[config.mk]
export PLATFORM = sky130hd
export DESIGN_NAME = power_fault_supervisor
export DESIGN_NICKNAME = d
export VERILOG_FILES = /design/src/verilog/pfs_pkg.sv /design/src/verilog/power_fault_supervisor.sv
export SDC_FILE = /design/constraint.sdc
export NUM_CORES = 1
export LEC_CHECK = 0
export BUFFER_PORTS_ARGS = -buffer_cell sky130_fd_sc_hd__buf_2
export CAP_MARGIN = 30
export CORE_ASPECT_RATIO = 0.75
export CORE_MARGIN = 5
export CORE_UTILIZATION = 55
export CTS_CLUSTER_DIAMETER = 40
export DETAILED_ROUTE_END_ITERATION = 16
export GPL_TIMING_DRIVEN = 0
export MAX_ROUTING_LAYER = met4
export PLACE_DENSITY_LB_ADDON = 0.05
export SETUP_SLACK_MARGIN = 0.1
export SLEW_MARGIN = 25
export SYNTH_ARGS = -nofsm -noshare
export SYNTH_HDL_FRONTEND = slang
export SYNTH_SLANG_ARGS = --single-unit
[constraint.sdc]
create_clock -name CLK_SYS_I -period 4.5 [get_ports CLK_SYS_I]
set_input_delay 0.225 -clock CLK_SYS_I [delete_from_list [all_inputs] [get_ports CLK_SYS_I]]
set_output_delay 0.225 -clock CLK_SYS_I [all_outputs]
set_load 0.005 [all_outputs]
[src/verilog/pfs_pkg.sv]
// constants and types for the power fault supervisor
package pfs_pkg;
  localparam int unsigned CLK_PERIOD_NS = 100;
  localparam int unsigned LIMIT_TIME_NS = 20000;
  localparam int unsigned LIMIT_CYCLES = (LIMIT_TIME_NS + CLK_PERIOD_NS - 1) / CLK_PERIOD_NS;
  localparam logic [7:0] LIMIT_MAX = 8'(LIMIT_CYCLES);
  localparam int unsigned SHORT_TIME_NS = 1000000;
  localparam int unsigned SHORT_CYCLES = (SHORT_TIME_NS + CLK_PERIOD_NS - 1) / CLK_PERIOD_NS;
  localparam int unsigned RAILS = 4;
  // register byte addresses
  localparam logic [7:0] ADDR_CTRL = 8'h00;
  localparam logic [7:0] ADDR_ENABLE = 8'h04;
  localparam logic [7:0] ADDR_LIMIT = 8'h08;
  localparam logic [7:0] ADDR_FLAGS = 8'h0C;
  localparam logic [7:0] ADDR_MASK = 8'h10;
  localparam logic [7:0] ADDR_FAULT = 8'h14;
  localparam logic [7:0] ADDR_STATUS = 8'h18;
  localparam logic [7:0] ADDR_AUX = 8'h1C;
  localparam logic [7:0] ADDR_END = 8'h20;
  // control register fields
  localparam int CTRL_CONT_BIT = 0;
  localparam int CTRL_HOLD_BIT = 1;
  localparam int CTRL_HOT_SEL_BIT = 2;
  localparam int CTRL_PIN_SEL_BIT = 3;
  localparam int CTRL_SWRST_BIT = 4;
  localparam logic [3:0] CTRL_RESET = 4'h1;
  // enable register fields
  localparam int EN_LSB = 0;
  localparam int DIS_LSB = 8;
  // peak limit fields, three bits each
  localparam int PEAK0_LSB = 0;
  localparam int PEAK1_LSB = 4;
  // flag and mask fields
  localparam int FL_LIMIT_LSB = 0;
  localparam int FL_SHORT_LSB = 4;
  localparam int FL_HOT = 12;
  localparam int FL_OVER = 13;
  localparam int FL_STOP = 14;
  localparam int FL_RESET = 15;
  localparam int FL_SUM_LSB = 16;
  localparam logic [15:0] MASK_RESET = 16'h0000;
  // status fields
  localparam int ST_LIMIT_LSB = 0;
  localparam int ST_HOT = 4;
  localparam int ST_OVER = 5;
  localparam int ST_STOP = 6;
  localparam int ST_VALID = 7;
  localparam int ST_EN_LSB = 8;
  localparam int ST_OK_LSB = 12;
  localparam int ST_MODE_LSB = 16;
  // aux output fields
  localparam int AUX_OD_LSB = 0;
  localparam int AUX_LVL_LSB = 2;
  localparam int AUX_SEQ_LSB = 4;
  localparam logic [1:0] RESP_OKAY = 2'b00;
  localparam logic [1:0] RESP_SLVERR = 2'b10;
  typedef enum logic [1:0] {
    MD_SHUTDOWN = 2'b00,
    MD_READ_CFG = 2'b01,
    MD_STANDBY = 2'b10,
    MD_ACTIVE = 2'b11
  } mode_e;
endpackage

[src/verilog/power_fault_supervisor.sv]
// power fault supervisor: rails-valid output, fault flags, protection, aux outputs
`timescale 1ns/10ps
module power_fault_supervisor import pfs_pkg::*; #(
  parameter int unsigned SHORT_CYCLES_P = SHORT_CYCLES
) (
  input wire logic CLK_SYS_I,
  input wire logic RESET_N_I,
  input wire logic AWVALID_I,
  output logic AWREADY_O,
  input wire logic [7:0] AWADDR_I,
  input wire logic WVALID_I,
  output logic WREADY_O,
  input wire logic [31:0] WDATA_I,
  input wire logic [3:0] WSTRB_I,
  output logic BVALID_O,
  input wire logic BREADY_I,
  output logic [1:0] BRESP_O,
  input wire logic ARVALID_I,
  output logic ARREADY_O,
  input wire logic [7:0] ARADDR_I,
  output logic RVALID_O,
  input wire logic RREADY_I,
  output logic [31:0] RDATA_O,
  output logic [1:0] RRESP_O,
  input wire logic SUPPLY_LOW_I,
  input wire logic SUPPLY_OVER_I,
  input wire logic OTP_DONE_I,
  input wire logic OVERHEAT_I,
  input wire logic HOT_LO_I,
  input wire logic HOT_HI_I,
  input wire logic [3:0] ILIM_I,
  input wire logic [3:0] BELOW_SC_I,
  input wire logic [3:0] RAIL_OK_I,
  input wire logic [3:0] RAMPING_I,
  input wire logic EN_PIN_I,
  output logic [3:0] RAIL_SWITCH_EN_O,
  output logic [3:0] RAIL_DISCHARGE_O,
  output logic [5:0] BUCK_PEAK_LIMIT_O,
  output logic RAILS_VALID_OUT_O,
  output logic IRQ_N_O,
  output logic [1:0] AUX_OUT_O,
  output logic [1:0] AUX_OE_O
);
  localparam int CW = $clog2(SHORT_CYCLES_P + 1);
  localparam logic [CW-1:0] SC_LAST = CW'(SHORT_CYCLES_P - 1);

  function automatic logic is_reg(input logic [7:0] a, input logic [7:0] off);
    return a[7:2] == off[7:2];
  endfunction

  mode_e mode_q;
  logic awready_q, wready_q, bvalid_q, arready_q, rvalid_q, do_write;
  logic [1:0] bresp_q, rresp_q;
  logic [7:0] awaddr_q;
  logic [31:0] wdata_q, rdata_q, rd_val, wmask, wbits;
  logic [3:0] wstrb_q, ctrl_q, en_q, dis_en_q, fault_q, on_q, on_d;
  logic [3:0] disch_q, fault_off_q, start_q, lim_set, sc_hit, short_set;
  logic [5:0] peak_q, aux_q;
  logic [15:0] flags_q, mask_q, flag_set, flag_clr;
  logic [7:0] lim_cnt_q [RAILS];
  logic [CW-1:0] sc_cnt_q [RAILS];
  logic swrst_q, pg_q, irq_n_q, wipe, operating, over_live, stop_live, hot_live;
  logic blocked, over_hold, pg_d;
  logic [1:0] aux_out_q, aux_oe_q, aux_lvl;

  assign wipe = mode_q == MD_SHUTDOWN;
  assign operating = mode_q == MD_STANDBY || mode_q == MD_ACTIVE;
  assign over_live = SUPPLY_OVER_I && operating;
  assign stop_live = OVERHEAT_I;
  assign hot_live = ctrl_q[CTRL_HOT_SEL_BIT] ? HOT_HI_I : HOT_LO_I;
  assign blocked = over_live || stop_live || flags_q[FL_OVER] || flags_q[FL_STOP];
  assign over_hold = over_live || flags_q[FL_OVER];
  assign do_write = !awready_q && !wready_q && !bvalid_q;
  assign wmask = {{8{wstrb_q[3]}}, {8{wstrb_q[2]}}, {8{wstrb_q[1]}}, {8{wstrb_q[0]}}};
  assign wbits = wdata_q & wmask;

  // bus write channels
  always_ff @(posedge CLK_SYS_I or negedge RESET_N_I) begin
    if (!RESET_N_I) begin
      awready_q <= 1'b1;
      wready_q <= 1'b1;
      bvalid_q <= 1'b0;
      bresp_q <= RESP_OKAY;
      awaddr_q <= 8'h00;
      wdata_q <= 32'h00000000;
      wstrb_q <= 4'h0;
    end else begin
      if (AWVALID_I && awready_q) begin
        awaddr_q <= AWADDR_I;
        awready_q <= 1'b0;
      end
      if (WVALID_I && wready_q) begin
        wdata_q <= WDATA_I;
        wstrb_q <= WSTRB_I;
        wready_q <= 1'b0;
      end
      if (do_write) begin
        bvalid_q <= 1'b1;
        bresp_q <= (awaddr_q < ADDR_END) ? RESP_OKAY : RESP_SLVERR;
      end else if (bvalid_q && BREADY_I) begin
        bvalid_q <= 1'b0;
        awready_q <= 1'b1;
        wready_q <= 1'b1;
      end
    end
  end

  // read data mux
  always_comb begin
    rd_val = 32'h00000000;
    if (is_reg(ARADDR_I, ADDR_CTRL)) begin
      rd_val[3:0] = ctrl_q;
    end else if (is_reg(ARADDR_I, ADDR_ENABLE)) begin
      rd_val[EN_LSB +: 4] = en_q;
      rd_val[DIS_LSB +: 4] = dis_en_q;
    end else if (is_reg(ARADDR_I, ADDR_LIMIT)) begin
      rd_val[PEAK0_LSB +: 3] = peak_q[2:0];
      rd_val[PEAK1_LSB +: 3] = peak_q[5:3];
    end else if (is_reg(ARADDR_I, ADDR_FLAGS)) begin
      rd_val[15:0] = flags_q;
      rd_val[FL_SUM_LSB +: 4] = flags_q[FL_SHORT_LSB +: 4];
    end else if (is_reg(ARADDR_I, ADDR_MASK)) begin
      rd_val[15:0] = mask_q;
    end else if (is_reg(ARADDR_I, ADDR_FAULT)) begin
      rd_val[3:0] = fault_q;
    end else if (is_reg(ARADDR_I, ADDR_STATUS)) begin
      rd_val[ST_LIMIT_LSB +: 4] = ILIM_I;
      rd_val[ST_HOT] = hot_live;
      rd_val[ST_OVER] = over_live;
      rd_val[ST_STOP] = stop_live;
      rd_val[ST_VALID] = pg_q;
      rd_val[ST_EN_LSB +: 4] = on_q;
      rd_val[ST_OK_LSB +: 4] = RAIL_OK_I;
      rd_val[ST_MODE_LSB +: 2] = mode_q;
    end else if (is_reg(ARADDR_I, ADDR_AUX)) begin
      rd_val[5:0] = aux_q;
    end
  end

  // bus read channels
  always_ff @(posedge CLK_SYS_I or negedge RESET_N_I) begin
    if (!RESET_N_I) begin
      arready_q <= 1'b1;
      rvalid_q <= 1'b0;
      rdata_q <= 32'h00000000;
      rresp_q <= RESP_OKAY;
    end else if (ARVALID_I && arready_q) begin
      arready_q <= 1'b0;
      rvalid_q <= 1'b1;
      rdata_q <= rd_val;
      rresp_q <= (ARADDR_I < ADDR_END) ? RESP_OKAY : RESP_SLVERR;
    end else if (rvalid_q && RREADY_I) begin
      rvalid_q <= 1'b0;
      arready_q <= 1'b1;
    end
  end

  // configuration registers return to defaults while shut down
  always_ff @(posedge CLK_SYS_I or negedge RESET_N_I) begin
    if (!RESET_N_I) begin
      ctrl_q <= CTRL_RESET;
      en_q <= 4'h0;
      dis_en_q <= 4'h0;
      peak_q <= 6'h00;
      mask_q <= MASK_RESET;
      aux_q <= 6'h00;
      swrst_q <= 1'b0;
    end else if (wipe) begin
      ctrl_q <= CTRL_RESET;
      en_q <= 4'h0;
      dis_en_q <= 4'h0;
      peak_q <= 6'h00;
      mask_q <= MASK_RESET;
      aux_q <= 6'h00;
      swrst_q <= 1'b0;
    end else begin
      swrst_q <= do_write && is_reg(awaddr_q, ADDR_CTRL) && wbits[CTRL_SWRST_BIT];
      if (do_write && is_reg(awaddr_q, ADDR_CTRL)) begin
        ctrl_q <= (ctrl_q & ~wmask[3:0]) | wbits[3:0];
      end
      if (do_write && is_reg(awaddr_q, ADDR_ENABLE)) begin
        dis_en_q <= (dis_en_q & ~wmask[DIS_LSB +: 4]) | wbits[DIS_LSB +: 4];
      end
      if (over_live || stop_live) begin
        en_q <= 4'h0;
      end else if (do_write && is_reg(awaddr_q, ADDR_ENABLE) && !blocked) begin
        en_q <= (en_q & ~wmask[EN_LSB +: 4]) | wbits[EN_LSB +: 4];
      end
      if (do_write && is_reg(awaddr_q, ADDR_LIMIT)) begin
        peak_q[2:0] <= (peak_q[2:0] & ~wmask[PEAK0_LSB +: 3]) | wbits[PEAK0_LSB +: 3];
        peak_q[5:3] <= (peak_q[5:3] & ~wmask[PEAK1_LSB +: 3]) | wbits[PEAK1_LSB +: 3];
      end
      if (do_write && is_reg(awaddr_q, ADDR_MASK)) begin
        mask_q <= (mask_q & ~wmask[15:0]) | wbits[15:0];
      end
      if (do_write && is_reg(awaddr_q, ADDR_AUX)) begin
        aux_q <= (aux_q & ~wmask[5:0]) | wbits[5:0];
      end
    end
  end

  always_ff @(posedge CLK_SYS_I or negedge RESET_N_I) begin
    if (!RESET_N_I) begin
      mode_q <= MD_SHUTDOWN;
    end else if (SUPPLY_LOW_I || swrst_q) begin
      mode_q <= MD_SHUTDOWN;
    end else begin
      unique case (mode_q)
        MD_SHUTDOWN: mode_q <= MD_READ_CFG;
        MD_READ_CFG: mode_q <= OTP_DONE_I ? MD_STANDBY : MD_READ_CFG;
        MD_STANDBY: mode_q <= (|on_q) ? MD_ACTIVE : MD_STANDBY;
        MD_ACTIVE: mode_q <= (|on_q) ? MD_ACTIVE : MD_STANDBY;
      endcase
    end
  end

  assign on_d = en_q & ~flags_q[FL_SHORT_LSB +: 4] & ~short_set & {RAILS{!blocked && operating}};

  for (genvar i = 0; i < RAILS; i++) begin : g_rail
    // limit held for the full window
    assign lim_set[i] = ILIM_I[i] && lim_cnt_q[i] == LIMIT_MAX - 8'h01;
    // startup window or continuous overload reaches its end
    assign sc_hit[i] = on_q[i] && (start_q[i] || BELOW_SC_I[i]) && sc_cnt_q[i] == SC_LAST;
    assign short_set[i] = sc_hit[i] && BELOW_SC_I[i];
    always_ff @(posedge CLK_SYS_I or negedge RESET_N_I) begin
      if (!RESET_N_I) begin
        lim_cnt_q[i] <= 8'h00;
        sc_cnt_q[i] <= '0;
        start_q[i] <= 1'b1;
        fault_off_q[i] <= 1'b0;
      end else begin
        if (!ILIM_I[i]) begin
          lim_cnt_q[i] <= 8'h00;
        end else if (lim_cnt_q[i] != LIMIT_MAX) begin
          lim_cnt_q[i] <= lim_cnt_q[i] + 8'h01;
        end
        if (!on_q[i] || sc_hit[i] || !(start_q[i] || BELOW_SC_I[i])) begin
          sc_cnt_q[i] <= '0;
        end else begin
          sc_cnt_q[i] <= sc_cnt_q[i] + CW'(1);
        end
        if (!on_q[i]) begin
          start_q[i] <= 1'b1;
        end else if (sc_hit[i]) begin
          start_q[i] <= 1'b0;
        end
        if (wipe || on_q[i]) begin
          fault_off_q[i] <= on_q[i] && (short_set[i] || over_live || stop_live);
        end
      end
    end
  end

  always_ff @(posedge CLK_SYS_I or negedge RESET_N_I) begin
    if (!RESET_N_I) begin
      on_q <= 4'h0;
      disch_q <= 4'h0;
    end else begin
      on_q <= on_d;
      disch_q <= wipe ? 4'hF : (fault_off_q & dis_en_q & ~on_q);
    end
  end

  // flag set and write-one clear
  always_comb begin
    flag_set = 16'h0000;
    flag_set[FL_LIMIT_LSB +: 4] = lim_set;
    flag_set[FL_SHORT_LSB +: 4] = short_set;
    flag_set[FL_HOT] = hot_live;
    flag_set[FL_OVER] = over_live;
    flag_set[FL_STOP] = stop_live;
    flag_set[FL_RESET] = mode_q == MD_READ_CFG && OTP_DONE_I;
    flag_clr = (do_write && is_reg(awaddr_q, ADDR_FLAGS)) ? wbits[15:0] : 16'h0000;
    // clears ignored while the cause persists
    flag_clr[FL_OVER] = flag_clr[FL_OVER] && !over_live;
    flag_clr[FL_STOP] = flag_clr[FL_STOP] && !stop_live;
  end

  always_ff @(posedge CLK_SYS_I or negedge RESET_N_I) begin
    if (!RESET_N_I) begin
      flags_q <= 16'h0000;
      fault_q <= 4'h0;
    end else if (wipe) begin
      flags_q <= 16'h0000;
      fault_q <= 4'h0;
    end else begin
      flags_q <= (flags_q & ~flag_clr) | flag_set;
      fault_q <= (fault_q & ~((do_write && is_reg(awaddr_q, ADDR_FAULT)) ? wbits[3:0] : 4'h0))
        | (on_q & ~start_q & ~RAMPING_I & ~RAIL_OK_I);
    end
  end

  assign pg_d = ctrl_q[CTRL_CONT_BIT] && operating && !(|(on_d & (~RAIL_OK_I | RAMPING_I)))
    && !blocked && !(ctrl_q[CTRL_HOLD_BIT] && |fault_q);

  always_ff @(posedge CLK_SYS_I or negedge RESET_N_I) begin
    if (!RESET_N_I) begin
      pg_q <= 1'b0;
      irq_n_q <= 1'b1;
    end else begin
      pg_q <= pg_d;
      irq_n_q <= !(|(flags_q & ~mask_q));
    end
  end

  for (genvar k = 0; k < 2; k++) begin : g_aux
    assign aux_lvl[k] = aux_q[AUX_LVL_LSB + k] && (!aux_q[AUX_SEQ_LSB + k] || EN_PIN_I)
      && !over_hold;
    always_ff @(posedge CLK_SYS_I or negedge RESET_N_I) begin
      if (!RESET_N_I) begin
        aux_out_q[k] <= 1'b0;
        aux_oe_q[k] <= 1'b0;
      end else begin
        aux_out_q[k] <= !aux_q[AUX_OD_LSB + k] && aux_lvl[k];
        // shared pin released when serving as clock input
        aux_oe_q[k] <= (aux_q[AUX_OD_LSB + k] ? !aux_lvl[k] : 1'b1)
          && (k == 0 || !ctrl_q[CTRL_PIN_SEL_BIT]);
      end
    end
  end

  assign AWREADY_O = awready_q;
  assign WREADY_O = wready_q;
  assign BVALID_O = bvalid_q;
  assign BRESP_O = bresp_q;
  assign ARREADY_O = arready_q;
  assign RVALID_O = rvalid_q;
  assign RDATA_O = rdata_q;
  assign RRESP_O = rresp_q;
  assign RAIL_SWITCH_EN_O = on_q;
  assign RAIL_DISCHARGE_O = disch_q;
  assign BUCK_PEAK_LIMIT_O = peak_q;
  assign RAILS_VALID_OUT_O = pg_q;
  assign IRQ_N_O = irq_n_q;
  assign AUX_OUT_O = aux_out_q;
  assign AUX_OE_O = aux_oe_q;
endmodule

# ---- After elaboration in Yosys (flattened, before gate mapping)
# Cells that the tools add are included.
dict set report classes {
  n_lt_le_gt_ge 2
  addsub 8
  n_bitwise 44
  reduce_logical 126
  eq_ne 36
  n_mux 85
}
# cell n
set op_table {}
lappend op_table {{$mux 16} 6}
lappend op_table {{$mux 6} 12}
lappend op_table {{$mux 8} 9}
lappend op_table {{$mux 14} 5}
lappend op_table {{$and 16x16->16} 4}
lappend op_table {{$mux 4} 15}
lappend op_table {{$add 14x1->14 const B} 4}
lappend op_table {{$eq 14x14->1 const B} 4}
lappend op_table {{$logic_and 1x1->1} 53}
lappend op_table {{$and 4x4->4} 13}
lappend op_table {{$not 16->16} 3}
lappend op_table {{$eq 6x3->1 const B} 7}
lappend op_table {{$not 4->4} 9}
lappend op_table {{$add 8x1->8 const B} 4}
lappend op_table {{$eq 8x8->1 const B} 4}
lappend op_table {{$logic_or 1x1->1} 32}
lappend op_table {{$ne 8x8->1 const B} 4}
lappend op_table {{$or 16x16->16} 2}
lappend op_table {{$mux 1} 26}
lappend op_table {{$logic_not 1->1} 25}
lappend op_table {{$eq 6x2->1 const B} 4}
lappend op_table {{$or 4x4->4} 5}
lappend op_table {{$mux 18} 1}
lappend op_table {{$lt 8x6->1 const B} 2}
lappend op_table {{22 further kinds} 48}
dict set report totals {
  output_inout_bits 61
  in_bits 82
  wordCells 346
  regBits 228
}

# ---- Logic depth before layout (Yosys ltp)
# Gate-level depths: netlist of the first run.
dict set report depth {
  word_depth 16
  mapped_depth 7
  ltp_nobuf 6
}

# ---- Worst setup path before layout of the first run
# No wires, ideal clock.
dict set report synth_timing {
  path_type {register -> register}
  from {reg wready_q (netlist: WREADY_O)}
  to {reg flags_q[7]}
  stages_incl_launch_ff 7
  required_ps 4368
  t_arrival_ps 1719
  n_path_buf 1
  period_less_slack_ps 1851
  setup_ps 132
  slack_ps 2649
  cell_sequence {dfstp_2 -> or4b_1 -> buf_2 -> nor4b_4 -> a21oi_1 -> a31oi_1 -> nor2_1}
}
dict set report synth_between {
  elab_chain_len 9
}
# element line
set synth_lines {}
lappend synth_lines {{start, declared} power_fault_supervisor.sv:52} ;# logic awready_q, wready_q, bvalid_q, arready_q, rvalid_q, do_write;
lappend synth_lines {{start signal, assigned} power_fault_supervisor.sv:81} ;# wready_q <= 1'b1;
lappend synth_lines {{start signal, assigned} power_fault_supervisor.sv:95} ;# wready_q <= 1'b0;
lappend synth_lines {{start signal, assigned} power_fault_supervisor.sv:103} ;# wready_q <= 1'b1;
lappend synth_lines {{$logic_not 1->1} power_fault_supervisor.sv:73} ;# assign do_write = !awready_q && !wready_q && !bvalid_q;
lappend synth_lines {{$logic_and 1x1->1 (2 in a row)} power_fault_supervisor.sv:73}
lappend synth_lines {{$logic_and 1x1->1} power_fault_supervisor.sv:273} ;# flag_clr = (do_write && is_reg(awaddr_q, ADDR_FLAGS)) ? wbits[15:0] : 16'h0000;
lappend synth_lines {{$mux 16} power_fault_supervisor.sv:273}
lappend synth_lines {{$not 16->16} power_fault_supervisor.sv:287} ;# flags_q <= (flags_q & ~flag_clr) | flag_set;
lappend synth_lines {{$and 16x16->16} power_fault_supervisor.sv:287}
lappend synth_lines {{$or 16x16->16} power_fault_supervisor.sv:287}
lappend synth_lines {{$mux 16} power_fault_supervisor.sv:283} ;# end else if (wipe) begin
lappend synth_lines {{end signal, assigned} power_fault_supervisor.sv:287}
lappend synth_lines {{end, declared} power_fault_supervisor.sv:59} ;# logic [15:0] flags_q, mask_q, flag_set, flag_clr;
# No other way between the ends.
# A chain may end at the register's enable or synchronous reset.

# ---- Worst setup path after layout of the first run
# Same ends and word-level chain as after synthesis.

==> results of run 1 <==
final cells by class:
cell class	count	area [um2]
Fill cell	1534	6130
Sequential cell	224	5620
Multi-Input combinational cell	735	4690
Timing Repair Buffer	147	996
Clock buffer	41	873
Tap cell	253	317
Buffer	45	228
Clock inverter	15	150
Inverter	39	146
Antenna cell	2	5.00
how the worst max path moves through the flow:
| stage | to | slack, ns | depth (start not counted) |
|---|---|---|---|
| 2_1_floorplan | flags_q[7] | 2.65 | 6 |
| 3_3_place_gp | lim_cnt_q[7] | -0.70 | 1 |
| 3_5_place_dp | flags_q[7] | 2.22 | 6 |
| 4_1_cts | flags_q[7] | 2.22 | 6 |
| 5_1_grt | flags_q[7] | 2.01 | 6 |
| 6_report | flags_q[7] | 2.16 | 6 |
what timing repair did:
item	CTS	global route
resized for setup	0	0
hold buffers	41	0
endpoints found under the hold margin	115	0
critical path, stage by stage (launching register included):
cell     delay [ns]
dfstp_2        0.39
or4b_1         0.50
buf_2          0.19
nor4b_4        0.71
a21oi_1        0.18
a31oi_1        0.18
nor2_1         0.05
cells in the mapped netlist (4+ instances only):
cell type / instances / area share (%)
a211oi_1: 4 / 0.28
a21oi_1: 39 / 1.8
a22oi_1: 10 / 0.71
and2_1: 24 / 1.4
and3_1: 25 / 1.5
and4b_1: 8 / 0.75
buf_2: 5 / 0.24
buf_4: 14 / 0.99
clkbuf_1: 25 / 0.88
dfrtp_1: 215 / 51
dfstp_2: 9 / 2.2
ha_1: 12 / 1.4
inv_1: 39 / 1.4
mux2_2: 26 / 2.8
mux2i_1: 54 / 5.1
mux4_2: 7 / 1.5
nand2_1: 91 / 3.2
nand2b_1: 5 / 0.29
nand3_1: 43 / 2.0
nand4_1: 10 / 0.59
nor2_1: 154 / 5.4
nor2b_1: 12 / 0.71
nor3_1: 19 / 0.89
nor4b_1: 11 / 0.91
o21ai_0: 34 / 1.6
o22ai_1: 8 / 0.47
xnor2_1: 43 / 3.5
xor2_1: 30 / 2.5
flip-flops by register name, summed over array words and instances (netlist names), 4 cells and up:
signal             count
mask_q                16
awaddr_q               6
aux_q                  6
BUCK_PEAK_LIMIT_O      6
dis_en_q               4
fault_q                4
flags_q               16
RAIL_SWITCH_EN_O       4
en_q                   4
ctrl_q                 4
sc_cnt_q              56
wdata_q               16
start_q                4
RDATA_O               20
RAIL_DISCHARGE_O       4
lim_cnt_q             32
fault_off_q            4
metal layers:
layer,routed length (um),part of all wire (%)
met1,12900,48
met3,2380,8.8
met5,0,0
met2,11200,42
met4,371,1.4
placed cells by master, fill, tap and decap left out, types with 4 or more instances in the layout:
| master | netlist | final |
|---|---|---|
| nor4b_1 | 11 | 11 |
| a21oi_1 | 39 | 39 |
| conb_1 | 1 | 14 |
| mux2_2 | 26 | 26 |
| o22ai_1 | 8 | 8 |
| buf_2 | 5 | 108 |
| nand4_1 | 10 | 10 |
| nor3_1 | 19 | 19 |
| dfstp_2 | 9 | 9 |
| a22oi_1 | 10 | 10 |
| clkbuf_1 | 25 | 29 |
| clkinv_2 | 0 | 6 |
| dfrtp_1 | 215 | 215 |
| o21ai_0 | 34 | 34 |
| and4b_1 | 8 | 8 |
| ha_1 | 12 | 12 |
| buf_4 | 14 | 14 |
| inv_1 | 39 | 39 |
| nor2_1 | 154 | 154 |
| xnor2_1 | 43 | 43 |
| mux4_2 | 7 | 7 |
| nand2b_1 | 5 | 5 |
| xor2_1 | 30 | 30 |
| a211oi_1 | 4 | 4 |
| nand3_1 | 43 | 43 |
| dlygate4sd3_1 | 0 | 41 |
| nand2_1 | 91 | 91 |
| clkbuf_16 | 0 | 31 |
| clkbuf_8 | 0 | 6 |
| mux2i_1 | 54 | 54 |
| and2_1 | 24 | 24 |
| and3_1 | 25 | 25 |
| nor2b_1 | 12 | 12 |
cells by family after synthesis:
group                      after synthesis  synth area share [%]
and+or+nand+nor                        431                  20.3
DFF                                    224                  52.8
AOI/OAI and AO/OA                      118                  6.59
muxes                                   87                  9.32
buffers and inverters                   84                  3.52
xor gates and xnor gates                73                  6.01
adders and majority gates               12                  1.41
other                                    1                0.0353
stage by stage:
stage / instances / utilization (%)
6_report: 1501 / 68.0
5_1_grt: 1501 / 68.0
4_1_cts: 1499 / 68.0
3_5_place_dp: 1402 / 60.5
3_3_place_gp: 1400 / 60.1
2_1_floorplan: 1043 / -
report_power, final:
part | internal, mW | switching [mW] | total [mW]
clock | 1.48 | 0.897 | 2.37
sequential | 2.19 | 0.234 | 2.43
combinational | 0.300 | 0.328 | 0.628
==> flow_summary.json, run 1 <==
{
  "status": "finished clean",
  "wirelength_mm": 26.9,
  "cp_data_arrival_time_ns": 2.73,
  "grt_pass1_wl_mm": 43.0,
  "synthToLayoutAreaGrowth_pct": 22.5,
  "slew_headroom_pct": 47.3,
  "hold_path_end": "flags_q[13]",
  "placed_area_mm2": 0.0116,
  "cp_data_required_time_ns": 4.90,
  "cts_buffers": 30,
  "hold_violations": 0,
  "rsz0062_at_grt": "no",
  "dp_worst_setup_slack_ns": 2.22,
  "fin_skew_ns": 0.00933,
  "fin_crit_sh_pct": 52.0,
  "start_kind": "flip-flop",
  "htreeDepth": 1,
  "grt_busiest_layer": "met1",
  "yosysWarnings": 0,
  "fin_nets": 1316,
  "worstMarginPinSlew_ns": 0.785,
  "hold_path_depth": 3,
  "finalPower_mw": 5.43,
  "hold_slack_ns": 0.0433,
  "r2r_end": "flags_q[7]",
  "place_congestion": 0.989,
  "die_w_um": 171,
  "grtUsageMet3_pct": 5.62,
  "synthArstFlopShare_pct": 100,
  "max_clock_freq_mhz": 428,
  "drtAntennaViolNets": 0,
  "avgRoutedWirePerCell_um": 17.9,
  "cts_root_buffer": "clkbuf_16",
  "worstRegToRegCells": 6,
  "max_cap_violations": 0,
  "synth_cells": 1030,
  "cts_tree": "yes",
  "setup_viol": 0,
  "synth_edf_count": 0,
  "io_buffers": 104,
  "synth.distinct_cells": 60,
  "crit_path_max_fanout": 8,
  "drt_pass1_iterations": 5,
  "die_h_um": 130,
  "end_kind": "flip-flop",
  "vdd_drop_max_mv": 0.296,
  "synth-seq-cells": 224,
  "grt_use_met1_pct": 39.0,
  "hold_class": "primary input to flip-flop",
  "syn_area_mm2": 0.0106,
  "die-area_mm2": 0.0222,
  "hpwl_mm": 19.3,
  "drive_gt1_share_pct": 18.5,
  "cts.sinks": 224,
  "grt_max_degree": 85,
  "setup_tns_ns": 0,
  "synth-main-ff-cell": "dfrtp_1",
  "final_area_mm2": 0.0130,
  "drt-initial-drc-count": 652,
  "clkTransAtPathRegs_ns": 0.06,
  "drc": 0,
  "antenna_found_initial": 2,
  "grt_pass1_vias": 7906,
  "path_class": "flip-flop to flip-flop",
  "hp-start": "SUPPLY_OVER_I",
  "vias": 8204,
  "power.density_mw_per_mm2": 417,
  "fin_ws_ns": 2.16,
  "ios": 143,
  "postCtsSetupBuffers": 0,
  "rrSetupSlack_ns": 2.16,
  "synth.avg_cell_area_um2": 10.3,
  "seq_area_frac_synth_pct": 52.8,
  "track_usage_pct": 25.3,
  "grt-ovfl-total": 0,
  "regToRegStartpoint": "WREADY_O",
  "fin_crit_ns": 2.34,
  "clock_latency_ns": 0.54,
  "leakage_nw": 6.19,
  "core_mm2": 0.0192,
  "grt_use_met2_pct": 34.7,
  "initial_core_util_pct": 55.5,
  "vias_per_cell": 5.47,
  "maxSlewViolCount": 0,
  "rows": 44,
  "startpoint": "WREADY_O",
  "cts.path.max_buffers": 3
}
Power figures use the tool's default switching activity.
==> run 2: changes to the inputs <==
clock period = 2.31 ns   (was 4.5 ns; I/O delays follow)
==> flow_summary.json, run 2 (synthesis gave the netlist of run 1 again) <==
{
  "status": "finished clean",
  "mostFrequentLayoutCells": "215 x dfrtp_1, 154 x nor2_1, 108 x buf_2",
  "cts_buffers": 30,
  "path_buf_inv": 2,
  "final_common_cell": "dfrtp_1",
  "grt_pass1_vias": 8015,
  "clkTransAtPathRegs_ns": 0.06,
  "synthToLayoutAreaGrowth_pct": 24.5,
  "cp_data_required_time_ns": 2.73,
  "worstMarginPinSlew_ns": 0.776,
  "multi_input_area_mm2": 0.00471,
  "slowest_stage": "or4_1",
  "vdd_drop_max_mv": 0.579,
  "crit_chain": "clkbuf_2 > or4_1 > a21oi_1 > nor3_1 > dlygate4sd3_1",
  "rsz0062_at_grt": "yes",
  "cts_tree": "yes",
  "hpwl_mm": 19.3,
  "hold_class": "primary input to flip-flop",
  "dp.cells": 1402,
  "fin_crit_sh_pct": 91.0,
  "dp_worst_setup_slack_ns": 0.0312,
  "setup_tns_ns": 0,
  "htreeDepth": 1,
  "cp_top_family": "buffers and inverters",
  "finalPower_mw": 10.6,
  "largest_register_ffs": 56,
  "setup_viol": 0,
  "place_congestion": 0.989,
  "fin_nets": 1336,
  "antenna_found_initial": 1,
  "path_class": "flip-flop to flip-flop",
  "vias_per_cell": 5.46,
  "grt_pass1_wl_mm": 43.5,
  "power.density_mw_per_mm2": 802,
  "drtAntennaViolNets": 0,
  "core_mm2": 0.0192,
  "leakage_nw": 6.31,
  "hold_violations": 0,
  "max_cap_violations": 0,
  "fin_crit_ns": 2.10,
  "fin_util_pct": 69.1,
  "fillers": 1509,
  "fin_ws_ns": 0.207,
  "largest-register": "sc_cnt_q",
  "vias": 8306,
  "cts_root_buffer": "clkbuf_16",
  "io_buffers": 104,
  "maxSlewViolCount": 0,
  "die_w_um": 171,
  "cp_data_arrival_time_ns": 2.52,
  "max_clock_freq_mhz": 476,
  "max_stage_delay_ns": 0.58,
  "drc": 0,
  "end_kind": "flip-flop",
  "cts.path.max_buffers": 3,
  "rows": 44,
  "grt_max_degree": 85,
  "ios": 143,
  "hold_slack_ns": 0.0677,
  "drt_pass1_iterations": 5,
  "die_h_um": 130,
  "ff_latch_area_mm2": 0.00562,
  "layout.cells.non_filler": 1520,
  "placed_area_mm2": 0.0116,
  "clock_latency_ns": 0.54,
  "cts.sinks": 224,
  "track_usage_pct": 25.5,
  "avgRoutedWirePerCell_um": 17.8,
  "fin_skew_ns": 0.00994,
  "crit_path_max_fanout": 9,
  "initial_core_util_pct": 55.5,
  "drt-initial-drc-count": 699,
  "wirelength_mm": 27.1,
  "slew_headroom_pct": 47.9,
  "final_area_mm2": 0.0132,
  "die-area_mm2": 0.0222,
  "grt-ovfl-total": 0,
  "drive_gt1_share_pct": 19.0,
  "start_kind": "flip-flop"
}
run 2: tightest hold or removal path, delay by kind of cell:
family	cells	cell delay (ns)
compound gates	1	0.18
mux	1	0.18
buf+inv	1	0.09
run 2: worst paths after layout:
| check | startpoint | endpoint | slack (ns) | cells past startpoint |
|---|---|---|---|---|
| hold reg to reg | swrst_q | mode_q[1] | 0.45 | 1 |
| setup / recovery | RAIL_SWITCH_EN_O[2] | mode_q[0] | 0.21 | 5 |
| hold / removal | HOT_LO_I | flags_q[12] | 0.07 | 3 |
| max in group asynchronous | RESET_N_I | start_q[1] | 1.26 | 3 |
| setup reg to reg | RAIL_SWITCH_EN_O[2] | mode_q[0] | 0.21 | 5 |
| min in group asynchronous | RESET_N_I | wdata_q[10] | 0.18 | 2 |
run 2: routing by layer:
layer,track usage (%),vias up,wire length (um)
li1,-,3938,-
met1,39.6,4053,13200
met2,35.3,278,11300
met3,4.93,37,2140
met4,4.41,0,417
met5,-,-,0
run 2: timing repair:
| action | 4_1_cts | 5_1_grt |
|---|---|---|
| buffers inserted | 1 | 3 |
| hold endpoints to repair | 167 | 0 |
| gates resized for setup | 0 | 12 |
| pin swaps | 1 | 2 |
| endpoints found under the setup margin | 6 | 30 |
| hold buffers | 57 | 0 |
| gates cloned | 0 | 0 |
run 2: area by class of cell:
cell class                      count  share of cell area [%]
Antenna cell                        1                  0.0189
Buffer                             45                    1.77
Clock buffer                       41                    6.59
Clock inverter                     15                    1.13
Inverter                           39                    1.11
Multi-Input combinational cell    735                    35.5
Sequential cell                   224                    42.4
Tap cell                          253                    2.39
Timing Repair Buffer              167                    9.05
run 2: where the power goes:
group	leakage [nW]	total [mW]	switching [mW]	internal [mW]
Clock	0.508	4.64	1.76	2.88
Sequential	3.00	4.73	0.460	4.27
Combinational	2.80	1.26	0.653	0.603
==> run 3: changes to the inputs <==
MAX_ROUTING_LAYER = unset   (was met4)
==> flow_summary.json, run 3 (synthesis gave the netlist of run 1 again) <==
{
  "status": "finished clean",
  "grt-ovfl-total": 0,
  "slowest_stage": "or4_1",
  "vias_per_cell": 5.48,
  "cts.path.max_buffers": 3,
  "cts_buffers": 29,
  "cp_data_arrival_time_ns": 2.53,
  "track_usage_pct": 24.3,
  "antenna_found_initial": 1,
  "core_mm2": 0.0192,
  "drt_pass1_iterations": 5,
  "max_stage_delay_ns": 0.61,
  "worstRegToRegCells": 5,
  "avgRoutedWirePerCell_um": 17.7,
  "initial_core_util_pct": 55.5,
  "cts.sinks": 224,
  "hold_slack_ns": 0.0108,
  "hp-start": "RAIL_OK_I[2]",
  "hold_violations": 0,
  "drt-initial-drc-count": 778,
  "rsz0062_at_grt": "yes",
  "vdd_drop_max_mv": 0.584,
  "end_kind": "flip-flop",
  "clock_latency_ns": 0.53,
  "placed_area_mm2": 0.0116,
  "path_class": "flip-flop to flip-flop",
  "mostFrequentLayoutCells": "215 x dfrtp_1, 154 x nor2_1, 108 x buf_2",
  "hold_path_depth": 4,
  "ios": 143,
  "drive_gt1_share_pct": 18.4,
  "htreeDepth": 1,
  "hold_path_end": "fault_q[2]",
  "vias": 8285,
  "leakage_nw": 6.20,
  "max_clock_freq_mhz": 473,
  "power.density_mw_per_mm2": 785,
  "drtAntennaViolNets": 0,
  "place_congestion": 0.976,
  "fin_crit_sh_pct": 91.5,
  "fin_skew_ns": 0.00806,
  "hold_class": "primary input to flip-flop",
  "max_cap_violations": 0,
  "clkTransAtPathRegs_ns": 0.06,
  "final_area_mm2": 0.0131,
  "fin_crit_ns": 2.11,
  "maxSlewViolCount": 0,
  "final_common_cell": "dfrtp_1",
  "wirelength_mm": 26.8,
  "fin_nets": 1332,
  "largest-register": "sc_cnt_q",
  "rrSetupSlack_ns": 0.20,
  "worstMarginPinSlew_ns": 0.797,
  "rows": 44,
  "grt_max_degree": 93,
  "io_buffers": 104,
  "grt_pass1_wl_mm": 42.8,
  "cts_tree": "yes",
  "fillers": 1539,
  "drc": 0,
  "die-area_mm2": 0.0222,
  "regToRegStartpoint": "RAIL_SWITCH_EN_O[3]",
  "largest_register_ffs": 56,
  "die_w_um": 171,
  "synthToLayoutAreaGrowth_pct": 23.2,
  "crit_chain": "clkbuf_1 > or4_1 > a21oi_1 > nor3_1 > dlygate4sd3_1",
  "start_kind": "flip-flop",
  "cp_data_required_time_ns": 2.72,
  "slew_headroom_pct": 46.5,
  "cts_root_buffer": "clkbuf_16",
  "r2r_end": "mode_q[0]",
  "die_h_um": 130,
  "crit_path_max_fanout": 10,
  "grt_pass1_vias": 7826,
  "setup_viol": 0,
  "hpwl_mm": 19.3
}
run 3: cell count changes in the layout (fill, tap and decap cells not counted), moves of 2 or more:
| cell | change |
|---|---|
| nor3_2 | -2 |
| clkinvlp_4 | +8 |
| clkbuf_16 | -2 |
| dlygate4sd3_1 | -2 |
| clkbuf_2 | -3 |
| clkbuf_8 | -5 |
| clkbuf_1 | +2 |
| clkinv_2 | -3 |
run 3: power by group:
group,total [mW],internal [mW],switching (mW)
Sequential,4.73,4.27,0.456
Clock,4.32,2.58,1.74
Combinational,1.24,0.598,0.647
Total,10.3,7.45,2.84
run 3: critical path: cells and delay by family (launching register included):
| family | cells | cell delay, ns |
|---|---|---|
| buffers and inverters | 2 | 0.76 |
| AND/OR/NAND/NOR | 2 | 0.67 |
| flip-flops | 1 | 0.40 |
| AO/OA/AOI/OAI | 1 | 0.17 |
run 3: worst max-delay path by stage:
stage | start | end | slack (ns) | depth (start not counted)
floorplan | WREADY_O | flags_q[7] | 0.46 | 6
global placement | RESET_N_I | lim_cnt_q[23] | -2.80 | 1
detailed placement | WREADY_O | flags_q[7] | -0.03 | 6
CTS | RAIL_SWITCH_EN_O[2] | mode_q[0] | 0.19 | 5
global route | awaddr_q[5] | mask_q[3] | 0.09 | 5
finish | RAIL_SWITCH_EN_O[3] | mode_q[0] | 0.20 | 5
run 3: stage by stage:
| stage | worst slack, ns | util, % | setup TNS, ns | power, mW | std cells |
|---|---|---|---|---|---|
| floorplan | 0.459 | - | 0 | 5.33 | 1043 |
| global placement | -2.80 | 60.1 | -611.18 | 5.87 | 1400 |
| detailed placement | -0.0261 | 60.5 | -0.0350 | 5.92 | 1402 |
| CTS | 0.193 | 68.3 | 0 | 10.3 | 1511 |
| global route | 0.0857 | 68.4 | 0 | 10.7 | 1513 |
| finish | 0.196 | 68.4 | 0 | 10.3 | 1513 |
run 3: layer usage:
| layer | GRT usage [%] | wire length, um | vias up |
|---|---|---|---|
| li1 | - | - | 3940 |
| met1 | 39.6 | 13000 | 3987 |
| met2 | 34.0 | 10900 | 317 |
| met3 | 4.33 | 2370 | 41 |
| met4 | 4.93 | 529 | 0 |
| met5 | 0 | 0 | - |
run 3: area by class of cell:
class | instances | area [um2] | area share, %
repair buffers | 164 | 1160 | 8.84
clock buffers | 33 | 751 | 5.73
flip-flops and latches | 224 | 5620 | 42.8
well taps | 253 | 317 | 2.41
diodes | 1 | 2.50 | 0.0191
inverters | 39 | 146 | 1.12
plain buffers | 45 | 230 | 1.76
multi-input cells | 735 | 4700 | 35.9
clock inverters | 19 | 186 | 1.42
run 3: what timing repair did:
item | CTS | global route
pin swaps | 1 | 1
gates resized for setup | 0 | 5
endpoints found under the hold margin | 157 | 0
endpoints found under the setup margin | 8 | 25
setup buffers | 2 | 1
hold buffers | 55 | 0
